===== config.mk =====
export PLATFORM = sky130hd
export DESIGN_NAME = dual_gpio_port
export DESIGN_NICKNAME = d
export VERILOG_FILES = /design/src/hw/gpio_pkg.sv /design/src/hw/pin_sync.sv /design/src/hw/dual_gpio_port.sv
export SDC_FILE = /design/constraint.sdc
export NUM_CORES = 1
export LEC_CHECK = 0
export ABC_AREA = 1
export BUFFER_PORTS_ARGS = -buffer_cell sky130_fd_sc_hd__buf_4
export CAP_MARGIN = 20
export CELL_PAD_IN_SITES_DETAIL_PLACEMENT = 2
export CELL_PAD_IN_SITES_GLOBAL_PLACEMENT = 2
export CORE_ASPECT_RATIO = 1.4
export CORE_MARGIN = 2
export CORE_UTILIZATION = 34
export CTS_BUF_LIST = sky130_fd_sc_hd__clkbuf_8
export CTS_CLUSTER_DIAMETER = 200
export DETAILED_ROUTE_END_ITERATION = 6
export PLACE_DENSITY_LB_ADDON = 0.1
export SETUP_SLACK_MARGIN = 0.05
export SYNTH_ARGS = -nofsm -noshare
export SYNTH_HDL_FRONTEND = slang
export SYNTH_SLANG_ARGS = --single-unit
export TNS_END_PERCENT = 10

===== constraint.sdc =====
create_clock -name pclk -period 2.4 [get_ports pclk]
set_input_delay 0.48 -clock pclk [delete_from_list [all_inputs] [get_ports pclk]]
set_output_delay 0.48 -clock pclk [all_outputs]
set_load 0.02 [all_outputs]

===== src/hw/gpio_pkg.sv =====
// Contract
// Six-pin function one routes pins 5,3,2,1,0 to interrupt/serial signals.
// Six-pin function three routes pins 4..1 to timer capture inputs.
// Six-pin function four bit 5 routes pin 5 to bus-power detect.
// Unassigned control register bits read back as zero.
// Drain-mode bit 0 gives push-pull, 1 gives open-drain, six-pin port.
// Pull-up bit enables the six-pin pin's pull-up resistor.
// Input enable bit opens the six-pin pin input buffer, else blocked.
// Five-pin port pins are each independently input or output.
// Reset leaves five-pin port as plain I/O, all drivers off.
// Software sets at most one function bit per pin.
// Outside stop mode, input enable alone passes pin to interrupt.
// Software should disable unused interrupt sources.
// Five-pin port registers decode at their printed offsets.
// Masters avoid reserved offsets in the register window.
// Five-pin data register bits 4..0 map pins 4..0, reset zero.
// Reset leaves six-pin port as plain I/O, all drivers off.
// Six-pin port registers decode at their printed offsets.
// Output control bit enables six-pin output driver.
// Writes to read-only zero bits are ignored.
package gpio_pkg;
  localparam int unsigned G_WIDTH = 6;
  localparam int unsigned H_WIDTH = 5;
  localparam logic [31:0] G_BASE = 32'h400c_0600;
  localparam logic [31:0] H_BASE = 32'h400c_0700;
  localparam logic [31:0] WIN_MASK = 32'hffff_ff00;
  localparam logic [7:0] OFS_DATA = 8'h00;
  localparam logic [7:0] OFS_OUT_EN = 8'h04;
  localparam logic [7:0] OFS_FUNC1 = 8'h08;
  localparam logic [7:0] OFS_FUNC3 = 8'h10;
  localparam logic [7:0] OFS_FUNC4 = 8'h14;
  localparam logic [7:0] OFS_DRAIN = 8'h28;
  localparam logic [7:0] OFS_PULLUP = 8'h2c;
  localparam logic [7:0] OFS_IN_EN = 8'h38;
  // Writable masks; everything else reads zero
  localparam logic [5:0] G_ALL_MASK = 6'h3f;
  localparam logic [5:0] G_FUNC1_MASK = 6'h2f;
  localparam logic [5:0] G_FUNC3_MASK = 6'h1e;
  localparam logic [5:0] G_FUNC4_MASK = 6'h20;
  localparam logic [4:0] H_ALL_MASK = 5'h1f;
  localparam logic [4:0] H_FUNC1_MASK = 5'h03;
  localparam logic [4:0] H_FUNC3_MASK = 5'h1c;
  localparam logic [5:0] G_RESET = 6'h00;
  localparam logic [4:0] H_RESET = 5'h00;
  // Six-pin function routing positions
  localparam int unsigned G_PIN_EXTERNAL_INTERRUPT_ONE = 5;
  localparam int unsigned G_PIN_INT0 = 3;
  localparam int unsigned G_PIN_SCK = 2;
  localparam int unsigned G_PIN_SCL = 1;
  localparam int unsigned G_PIN_SDA = 0;
  localparam int unsigned G_PIN_TBB1 = 4;
  localparam int unsigned G_PIN_TBB0 = 3;
  localparam int unsigned G_PIN_TBA1 = 2;
  localparam int unsigned G_PIN_TBA0 = 1;
  localparam int unsigned G_PIN_VBUS = 5;

  // Pad control for one port
  typedef struct packed {
    logic [5:0] drive_en;
    logic [5:0] open_drain;
    logic [5:0] pullup_en;
    logic [5:0] input_en;
  } g_pad_t;

  typedef struct packed {
    logic [4:0] drive_en;
    logic [4:0] open_drain;
    logic [4:0] pullup_en;
    logic [4:0] input_en;
  } h_pad_t;

  // Signals routed from six-pin port to peripherals
  typedef struct packed {
    logic ext_int_one;
    logic ext_int_zero;
    logic serial_clock_line;
    logic i2c_clock_or_serial_in;
    logic i2c_data_or_serial_out;
    logic timer_b_capture_in_one;
    logic timer_b_capture_in_zero;
    logic timer_a_capture_in_one;
    logic timer_a_capture_in_zero;
    logic bus_power_detect;
  } g_periph_t;
endpackage


===== src/hw/pin_sync.sv =====
`timescale 1ns/1ps
// Two-flop synchroniser for a bus of pin levels
module pin_sync #(
  parameter int unsigned WIDTH = 6
) (
  input  wire logic             pclk,
  input  wire logic             presetn,
  input  wire logic [WIDTH-1:0] async_in,
  output logic      [WIDTH-1:0] sync_out
);
  logic [WIDTH-1:0] meta_r;

  // First stage feeds only the second
  always_ff @(posedge pclk or negedge presetn) begin
    if (!presetn) begin
      meta_r   <= '0;
      sync_out <= '0;
    end else begin
      meta_r   <= async_in;
      sync_out <= meta_r;
    end
  end
endmodule


===== src/hw/dual_gpio_port.sv =====
`timescale 1ns/1ps
// Control logic for the six-pin and five-pin ports behind an APB slave
module dual_gpio_port (
  input  wire logic                 pclk,
  input  wire logic                 presetn,
  input  wire logic                 psel,
  input  wire logic                 penable,
  input  wire logic                 pwrite,
  input  wire logic [31:0]          paddr,
  input  wire logic [31:0]          pwdata,
  output logic      [31:0]          prdata,
  output logic                      pready,
  output logic                      pslverr,
  input  wire logic                 stop_mode,
  input  wire logic [5:0]           g_pin_in,
  output logic      [5:0]           g_pin_out,
  output logic      [5:0]           g_pin_oe,
  output gpio_pkg::g_pad_t          g_pad,
  input  wire logic [4:0]           h_pin_in,
  output logic      [4:0]           h_pin_out,
  output logic      [4:0]           h_pin_oe,
  output gpio_pkg::h_pad_t          h_pad,
  output gpio_pkg::g_periph_t       g_periph,
  output logic      [4:0]           h_ext_int
);
  // Six-pin port control registers
  logic [5:0] g_data_r;
  logic [5:0] g_oe_r;
  logic [5:0] g_f1_r;
  logic [5:0] g_f3_r;
  logic [5:0] g_f4_r;
  logic [5:0] g_od_r;
  logic [5:0] g_pu_r;
  logic [5:0] g_ie_r;
  // Five-pin port control registers
  logic [4:0] h_data_r;
  logic [4:0] h_oe_r;
  logic [4:0] h_f1_r;
  logic [4:0] h_f3_r;
  logic [4:0] h_od_r;
  logic [4:0] h_pu_r;
  logic [4:0] h_ie_r;
  logic [5:0] g_sync;
  logic [4:0] h_sync;
  logic       stop_s1_r;
  logic       stop_r;
  logic       sel_g;
  logic       sel_h;
  logic [7:0] ofs;
  logic       g_hit;
  logic       h_hit;
  logic       wr_en;
  logic       rd_en;
  logic [31:0] rd_nxt;
  logic [5:0] g_in_gated;
  logic [4:0] h_in_gated;
  logic [5:0] g_inten;
  logic [4:0] h_inten;

  // Is this offset one of the six-pin port's registers
  function automatic logic g_valid(input logic [7:0] o);
    g_valid = (o == gpio_pkg::OFS_DATA) || (o == gpio_pkg::OFS_OUT_EN)
           || (o == gpio_pkg::OFS_FUNC1) || (o == gpio_pkg::OFS_FUNC3)
           || (o == gpio_pkg::OFS_FUNC4) || (o == gpio_pkg::OFS_DRAIN)
           || (o == gpio_pkg::OFS_PULLUP) || (o == gpio_pkg::OFS_IN_EN);
  endfunction

  // Five-pin port lacks function four
  function automatic logic h_valid(input logic [7:0] o);
    h_valid = g_valid(o) && (o != gpio_pkg::OFS_FUNC4);
  endfunction

  // Pin sync: pins are outside the clock domain
  pin_sync #(.WIDTH(gpio_pkg::G_WIDTH)) u_g_sync (
    .pclk     (pclk),
    .presetn  (presetn),
    .async_in (g_pin_in),
    .sync_out (g_sync)
  );

  pin_sync #(.WIDTH(gpio_pkg::H_WIDTH)) u_h_sync (
    .pclk     (pclk),
    .presetn  (presetn),
    .async_in (h_pin_in),
    .sync_out (h_sync)
  );

  // Stop mode comes from the power controller, assumed unrelated timing
  always_ff @(posedge pclk or negedge presetn) begin
    if (!presetn) begin
      stop_s1_r <= 1'b0;
      stop_r    <= 1'b0;
    end else begin
      stop_s1_r <= stop_mode;
      stop_r    <= stop_s1_r;
    end
  end

  // Address decode
  assign sel_g = (paddr & gpio_pkg::WIN_MASK) == gpio_pkg::G_BASE;
  assign sel_h = (paddr & gpio_pkg::WIN_MASK) == gpio_pkg::H_BASE;
  assign ofs   = paddr[7:0];
  assign g_hit = sel_g && g_valid(ofs);
  assign h_hit = sel_h && h_valid(ofs);
  // Zero-wait slave: writes land on the access edge
  assign wr_en = psel && penable && pwrite;
  assign rd_en = psel && !penable && !pwrite;

  // Six-pin register writes, masked so read-only bits stay zero
  always_ff @(posedge pclk or negedge presetn) begin
    if (!presetn) begin
      g_data_r <= gpio_pkg::G_RESET;
      g_oe_r   <= gpio_pkg::G_RESET;
      g_f1_r   <= gpio_pkg::G_RESET;
      g_f3_r   <= gpio_pkg::G_RESET;
      g_f4_r   <= gpio_pkg::G_RESET;
      g_od_r   <= gpio_pkg::G_RESET;
      g_pu_r   <= gpio_pkg::G_RESET;
      g_ie_r   <= gpio_pkg::G_RESET;
    end else if (wr_en && g_hit) begin
      unique case (ofs)
        gpio_pkg::OFS_DATA:
          g_data_r <= pwdata[5:0] & gpio_pkg::G_ALL_MASK;
        gpio_pkg::OFS_OUT_EN:
          g_oe_r <= pwdata[5:0] & gpio_pkg::G_ALL_MASK;
        gpio_pkg::OFS_FUNC1:
          g_f1_r <= pwdata[5:0] & gpio_pkg::G_FUNC1_MASK;
        gpio_pkg::OFS_FUNC3:
          g_f3_r <= pwdata[5:0] & gpio_pkg::G_FUNC3_MASK;
        gpio_pkg::OFS_FUNC4:
          g_f4_r <= pwdata[5:0] & gpio_pkg::G_FUNC4_MASK;
        gpio_pkg::OFS_DRAIN:
          g_od_r <= pwdata[5:0] & gpio_pkg::G_ALL_MASK;
        gpio_pkg::OFS_PULLUP:
          g_pu_r <= pwdata[5:0] & gpio_pkg::G_ALL_MASK;
        gpio_pkg::OFS_IN_EN:
          g_ie_r <= pwdata[5:0] & gpio_pkg::G_ALL_MASK;
        default: ;
      endcase
    end
  end

  // Five-pin register writes
  always_ff @(posedge pclk or negedge presetn) begin
    if (!presetn) begin
      h_data_r <= gpio_pkg::H_RESET;
      h_oe_r   <= gpio_pkg::H_RESET;
      h_f1_r   <= gpio_pkg::H_RESET;
      h_f3_r   <= gpio_pkg::H_RESET;
      h_od_r   <= gpio_pkg::H_RESET;
      h_pu_r   <= gpio_pkg::H_RESET;
      h_ie_r   <= gpio_pkg::H_RESET;
    end else if (wr_en && h_hit) begin
      unique case (ofs)
        gpio_pkg::OFS_DATA:
          h_data_r <= pwdata[4:0] & gpio_pkg::H_ALL_MASK;
        gpio_pkg::OFS_OUT_EN:
          h_oe_r <= pwdata[4:0] & gpio_pkg::H_ALL_MASK;
        gpio_pkg::OFS_FUNC1:
          h_f1_r <= pwdata[4:0] & gpio_pkg::H_FUNC1_MASK;
        gpio_pkg::OFS_FUNC3:
          h_f3_r <= pwdata[4:0] & gpio_pkg::H_FUNC3_MASK;
        gpio_pkg::OFS_DRAIN:
          h_od_r <= pwdata[4:0] & gpio_pkg::H_ALL_MASK;
        gpio_pkg::OFS_PULLUP:
          h_pu_r <= pwdata[4:0] & gpio_pkg::H_ALL_MASK;
        gpio_pkg::OFS_IN_EN:
          h_ie_r <= pwdata[4:0] & gpio_pkg::H_ALL_MASK;
        default: ;
      endcase
    end
  end

  // Pins read through the input buffer only when enabled
  assign g_in_gated = g_sync & g_ie_r;
  assign h_in_gated = h_sync & h_ie_r;

  // Read mux: data register shows pin level for inputs, latch for outputs
  always_comb begin
    rd_nxt = 32'h0000_0000;
    if (g_hit) begin
      unique case (ofs)
        gpio_pkg::OFS_DATA:
          rd_nxt[5:0] = (g_data_r & g_oe_r) | (g_in_gated & ~g_oe_r);
        gpio_pkg::OFS_OUT_EN: rd_nxt[5:0] = g_oe_r;
        gpio_pkg::OFS_FUNC1:  rd_nxt[5:0] = g_f1_r;
        gpio_pkg::OFS_FUNC3:  rd_nxt[5:0] = g_f3_r;
        gpio_pkg::OFS_FUNC4:  rd_nxt[5:0] = g_f4_r;
        gpio_pkg::OFS_DRAIN:  rd_nxt[5:0] = g_od_r;
        gpio_pkg::OFS_PULLUP: rd_nxt[5:0] = g_pu_r;
        gpio_pkg::OFS_IN_EN:  rd_nxt[5:0] = g_ie_r;
        default: ;
      endcase
    end else if (h_hit) begin
      unique case (ofs)
        gpio_pkg::OFS_DATA:
          rd_nxt[4:0] = (h_data_r & h_oe_r) | (h_in_gated & ~h_oe_r);
        gpio_pkg::OFS_OUT_EN: rd_nxt[4:0] = h_oe_r;
        gpio_pkg::OFS_FUNC1:  rd_nxt[4:0] = h_f1_r;
        gpio_pkg::OFS_FUNC3:  rd_nxt[4:0] = h_f3_r;
        gpio_pkg::OFS_DRAIN:  rd_nxt[4:0] = h_od_r;
        gpio_pkg::OFS_PULLUP: rd_nxt[4:0] = h_pu_r;
        gpio_pkg::OFS_IN_EN:  rd_nxt[4:0] = h_ie_r;
        default: ;
      endcase
    end
  end

  // Bus answer registered in setup, valid in access; always ready
  always_ff @(posedge pclk or negedge presetn) begin
    if (!presetn) begin
      prdata  <= 32'h0000_0000;
      pready  <= 1'b0;
      pslverr <= 1'b0;
    end else begin
      pready <= psel && !penable;
      if (rd_en) begin
        prdata <= rd_nxt;
      end
      // Unmapped or reserved offset flags an error, no state changes
      if (psel && !penable) begin
        pslverr <= !(g_hit || h_hit);
      end else begin
        pslverr <= 1'b0;
      end
    end
  end

  // Interrupt paths follow input enable, not function select
  assign g_inten = stop_r ? 6'h00 : g_in_gated;
  assign h_inten = stop_r ? 5'h00 : h_in_gated;

  // Pad drives: open-drain only pulls low, push-pull drives both ways
  always_ff @(posedge pclk or negedge presetn) begin
    if (!presetn) begin
      g_pin_out <= '0;
      g_pin_oe  <= '0;
      h_pin_out <= '0;
      h_pin_oe  <= '0;
      g_pad     <= '0;
      h_pad     <= '0;
    end else begin
      g_pin_out <= g_data_r;
      g_pin_oe  <= g_oe_r & ~(g_od_r & g_data_r);
      h_pin_out <= h_data_r;
      h_pin_oe  <= h_oe_r & ~(h_od_r & h_data_r);
      g_pad.drive_en   <= g_oe_r;
      g_pad.open_drain <= g_od_r;
      g_pad.pullup_en  <= g_pu_r;
      g_pad.input_en   <= g_ie_r;
      h_pad.drive_en   <= h_oe_r;
      h_pad.open_drain <= h_od_r;
      h_pad.pullup_en  <= h_pu_r;
      h_pad.input_en   <= h_ie_r;
    end
  end

  // Peripheral routing; a function bit of 0 leaves the serial, timer and bus-power inputs idle
  always_ff @(posedge pclk or negedge presetn) begin
    if (!presetn) begin
      g_periph  <= '0;
      h_ext_int <= '0;
    end else begin
      g_periph.ext_int_one  <= g_inten[gpio_pkg::G_PIN_EXTERNAL_INTERRUPT_ONE];
      g_periph.ext_int_zero <= g_inten[gpio_pkg::G_PIN_INT0];
      g_periph.serial_clock_line <=
        g_f1_r[gpio_pkg::G_PIN_SCK] & g_in_gated[gpio_pkg::G_PIN_SCK];
      g_periph.i2c_clock_or_serial_in <=
        g_f1_r[gpio_pkg::G_PIN_SCL] & g_in_gated[gpio_pkg::G_PIN_SCL];
      g_periph.i2c_data_or_serial_out <=
        g_f1_r[gpio_pkg::G_PIN_SDA] & g_in_gated[gpio_pkg::G_PIN_SDA];
      g_periph.timer_b_capture_in_one <=
        g_f3_r[gpio_pkg::G_PIN_TBB1] & g_in_gated[gpio_pkg::G_PIN_TBB1];
      g_periph.timer_b_capture_in_zero <=
        g_f3_r[gpio_pkg::G_PIN_TBB0] & g_in_gated[gpio_pkg::G_PIN_TBB0];
      g_periph.timer_a_capture_in_one <=
        g_f3_r[gpio_pkg::G_PIN_TBA1] & g_in_gated[gpio_pkg::G_PIN_TBA1];
      g_periph.timer_a_capture_in_zero <=
        g_f3_r[gpio_pkg::G_PIN_TBA0] & g_in_gated[gpio_pkg::G_PIN_TBA0];
      g_periph.bus_power_detect <=
        g_f4_r[gpio_pkg::G_PIN_VBUS] & g_in_gated[gpio_pkg::G_PIN_VBUS];
      h_ext_int <= h_inten;
    end
  end
endmodule


==> metrics.txt <==
leading post-synthesis cells by cell area dfrtp_1 (63%), nand2_1 (18%), nor2_1 (4.3%); post-route setup TNS 0 ps; outcome finished clean; largest net degree at the start of global routing 63; core region area between 0.02 and 0.025 mm2; count of synthesis-stage warnings from yosys 0; Synth-to-Final Area Change 27.78%; number of failing setup endpoints in the final timing report 0; number of design rule violations left after detail routing 0; power per cell area 590.3 mW/mm2; number of distinct library cells after synthesis 24; vias in the first global route 6980; Min-Delay Path Depth 1; Detail Route Antenna Nets 0; Largest register FFs 24; HPWL after detailed placement approximately 19000 um; clock insertion delay at the later pin of the skew report slightly below 500 ps; part of the total power dissipated in combinational logic between 5 and 6%; worst rel slew slack about three fifths; kind of start point of the critical path input pin; count of pins over their slew limit 0; DR vias/cell between 4 and 5; design internal power about 4.1 mW; clock buffers created by TritonCTS 17; cell type with the highest occurrence count on the critical path nand2_1; Die Footprint ~0.022 mm2; unrepaired setup endpoints after global routing no; final standard cell area without fillers 0.009220 mm2; required time at the worst-slack endpoint 2820 ps; highest cell delay on the worst timing path roughly 360 ps; Syn Area/Cell around 9 um2; Worst-path clk slew ~90 ps; transition time of the tightest slew-check pin around 620 ps; GRT Overall Usage between 20% and 30%; Via Count a little over 6000; Final period util 78.97%; Final min period between 1500 and 2000 ps; start-to-end type of the worst setup path input pin to register; commonest non-fill, non-tap cells in the layout nand2_1 (338), buf_4 (185), dfrtp_1 (183); peak ir drop on the vdd network about 300 uV; maximum fanout count along the critical path 7; sequential cell fraction of total power between 50 and 60%; Die X-Extent between 100 and 150 um; post-synthesis sequential area ratio a little under two thirds; TritonCTS clock tree yes; placement row count 63; number of DRC violations after detailed-routing iteration 0 a little over 200; class of the tightest hold or removal check input pin to register; flops & latches, synth 183; post-CTS resize count 0; quantity of I/O buffers inserted on ports about 140; Final Net Count 1077; peak clock frequency supported by timing around 0.53 GHz; final weighted congestion in routability-driven placement ~0.88; share of power burned in the clock network a little under two fifths; FF+latch area about 0.0046 mm2; standard cell with the maximum stage delay on the critical path nor2_1; area taken by multi-input logic gates around 0.0023 mm2; Max Root-Sink Buffers 2; number of endpoints with negative hold slack in the final report 0; Filler Cells Inserted around 2400; area fraction of the dominant cell type after synthesis 63.46%; detailed-route wire length roughly 25000 um; commonest non-fill, non-tap cell in the layout nand2_1; starting density of the core 34.28%; leakage power around 5.1 nW; wire length per cell after detailed routing 19.58 um; top-level port count between 150 and 200; number of H-tree levels 4; Max-cap violations 0; post-synthesis instance area slightly above 0.007 mm2; number of iterations in the first detailed-routing pass 4; largest registers g_pad: 24 flops, h_pad: 20 flops, g_periph: 10 flops; grt ovf 0; final worst clock skew between 10 and 15 ps; overall die height between 150 and 200 um; crit-path cells buf_4, inv_2, nand2_1, nor2_1, nand2_2, nand2_1, nor2_1, nand2_4, nand3_4, buf_4, nor2_2, nand2_1, nand2_1; global-route wire length before repair about 40000 um; cell area after placement approximately 0.009 mm2; Worst Reg2Reg Path Length in Cells 10; initial antenna violation count 0; total clock sinks ~180; Largest Register g_pad; root buffer cell clkbuf_8; switching fraction of total power a little under a quarter; crit end category register; # diodes 0; Data arrival, critical path 2320 ps; power spent charging and discharging nets 1.296 mW; fraction of layout instances using a drive strength above 1 about a quarter; number of cells produced by synthesis roughly 800; cell type with the largest total area after synthesis dfrtp_1
==> path summary, 6_finish.rpt <==
| path | startpoint | to | slack, ps |
|---|---|---|---|
| max | paddr[6] | g_ie_r[5]$_DFFE_PN0P_ | 500 |
| min | h_pin_in[0] | u_h_sync.meta_r[0]$_DFF_PN0_ | 100 |
| max reg2reg | g_ie_r[4]$_DFFE_PN0P_ | prdata[4]$_DFFE_PN0P_ | 960 |
| min reg2reg | u_h_sync.meta_r[2]$_DFF_PN0_ | u_h_sync.sync_out[2]$_DFF_PN0_ | 350 |
| max in group asynchronous | presetn | h_pin_oe[3]$_DFF_PN0_ | 1070 |
| min in group asynchronous | presetn | g_pad[3]$_DFF_PN0_ | 550 |
==> synth_stat cells <==
cell,instances
nand2_1,338
dfrtp_1,183
nor2_1,83
nand3_1,50
inv_1,42
buf_4,29
o21ai_0,17
nand2_2,9
nor2_2,9
a21oi_1,8
clkbuf_1,6
inv_2,5
nand3b_1,4
a21boi_0,3
o211ai_1,3
a21oi_2,1
clkinv_1,1
conb_1,1
inv_4,1
nand2_4,1
nand3_4,1
nand4_1,1
nor2_4,1
nor3b_1,1
==> layout make-up <==
class,instances,area share [%]
Sequential cell,183,49.67
Multi-Input combinational cell,556,24.98
Timing Repair Buffer,189,15.73
Tap cell,260,3.528
Clock buffer,19,2.836
Inverter,49,2.022
Clock inverter,12,1.235
==> power groups by stage <==
stage          Sequential (mW)  Clock [mW]  Combinational (mW)
3_5_place_dp              3.17           0               0.286
4_1_cts                   3.11        2.12               0.288
3_3_place_gp              3.17           0               0.275
2_1_floorplan             3.17           0               0.116
6_report                  3.11        2.05               0.284
5_1_grt                   3.12        2.23               0.312
==> logic make-up after synthesis <==
kind of cell / after synthesis / share of synthesized area [%]
other cells: 1 / 0.05197
buf+inv: 84 / 5.913
compound gates: 32 / 2.480
simple gates: 498 / 28.09
flops: 183 / 63.46
==> worst max-delay path: cells and delay by family <==
family,cells,cell delay (ps)
buf+inv,3,360
simple gates,10,1480
==> layer usage <==
layer | vias up | GRT usage [%] | share of wire [%]
li1 | 2800 | - | -
met1 | 3125 | 24.62 | 36
met5 | - | 0 | 0
met2 | 135 | 44.58 | 57
met4 | 0 | 10.94 | 3.8
met3 | 43 | 4.061 | 3.3
==> per-stage QoR <==
step | hold WS (ps) | setup WS, ps | utilization [%] | power (mW) | cells
floorplan | 184.4 | 511.5 | - | 3.288 | 823
global placement | 332.3 | 120.6 | 41.98 | 3.447 | 1236
detailed placement | 335.8 | 3.926 | 41.98 | 3.461 | 1236
CTS | 57.51 | 500.0 | 43.81 | 5.526 | 1268
global route | 69.36 | 311.0 | 43.81 | 5.655 | 1268
finish | 99.30 | 504.6 | 43.81 | 5.443 | 1268
==> timing repair <==
action,4_1_cts,5_1_grt
setup buffers,0,0
endpoints found under the hold margin,59,0
hold buffers,1,0
Note: power is estimated with default switching activity, not from simulation.
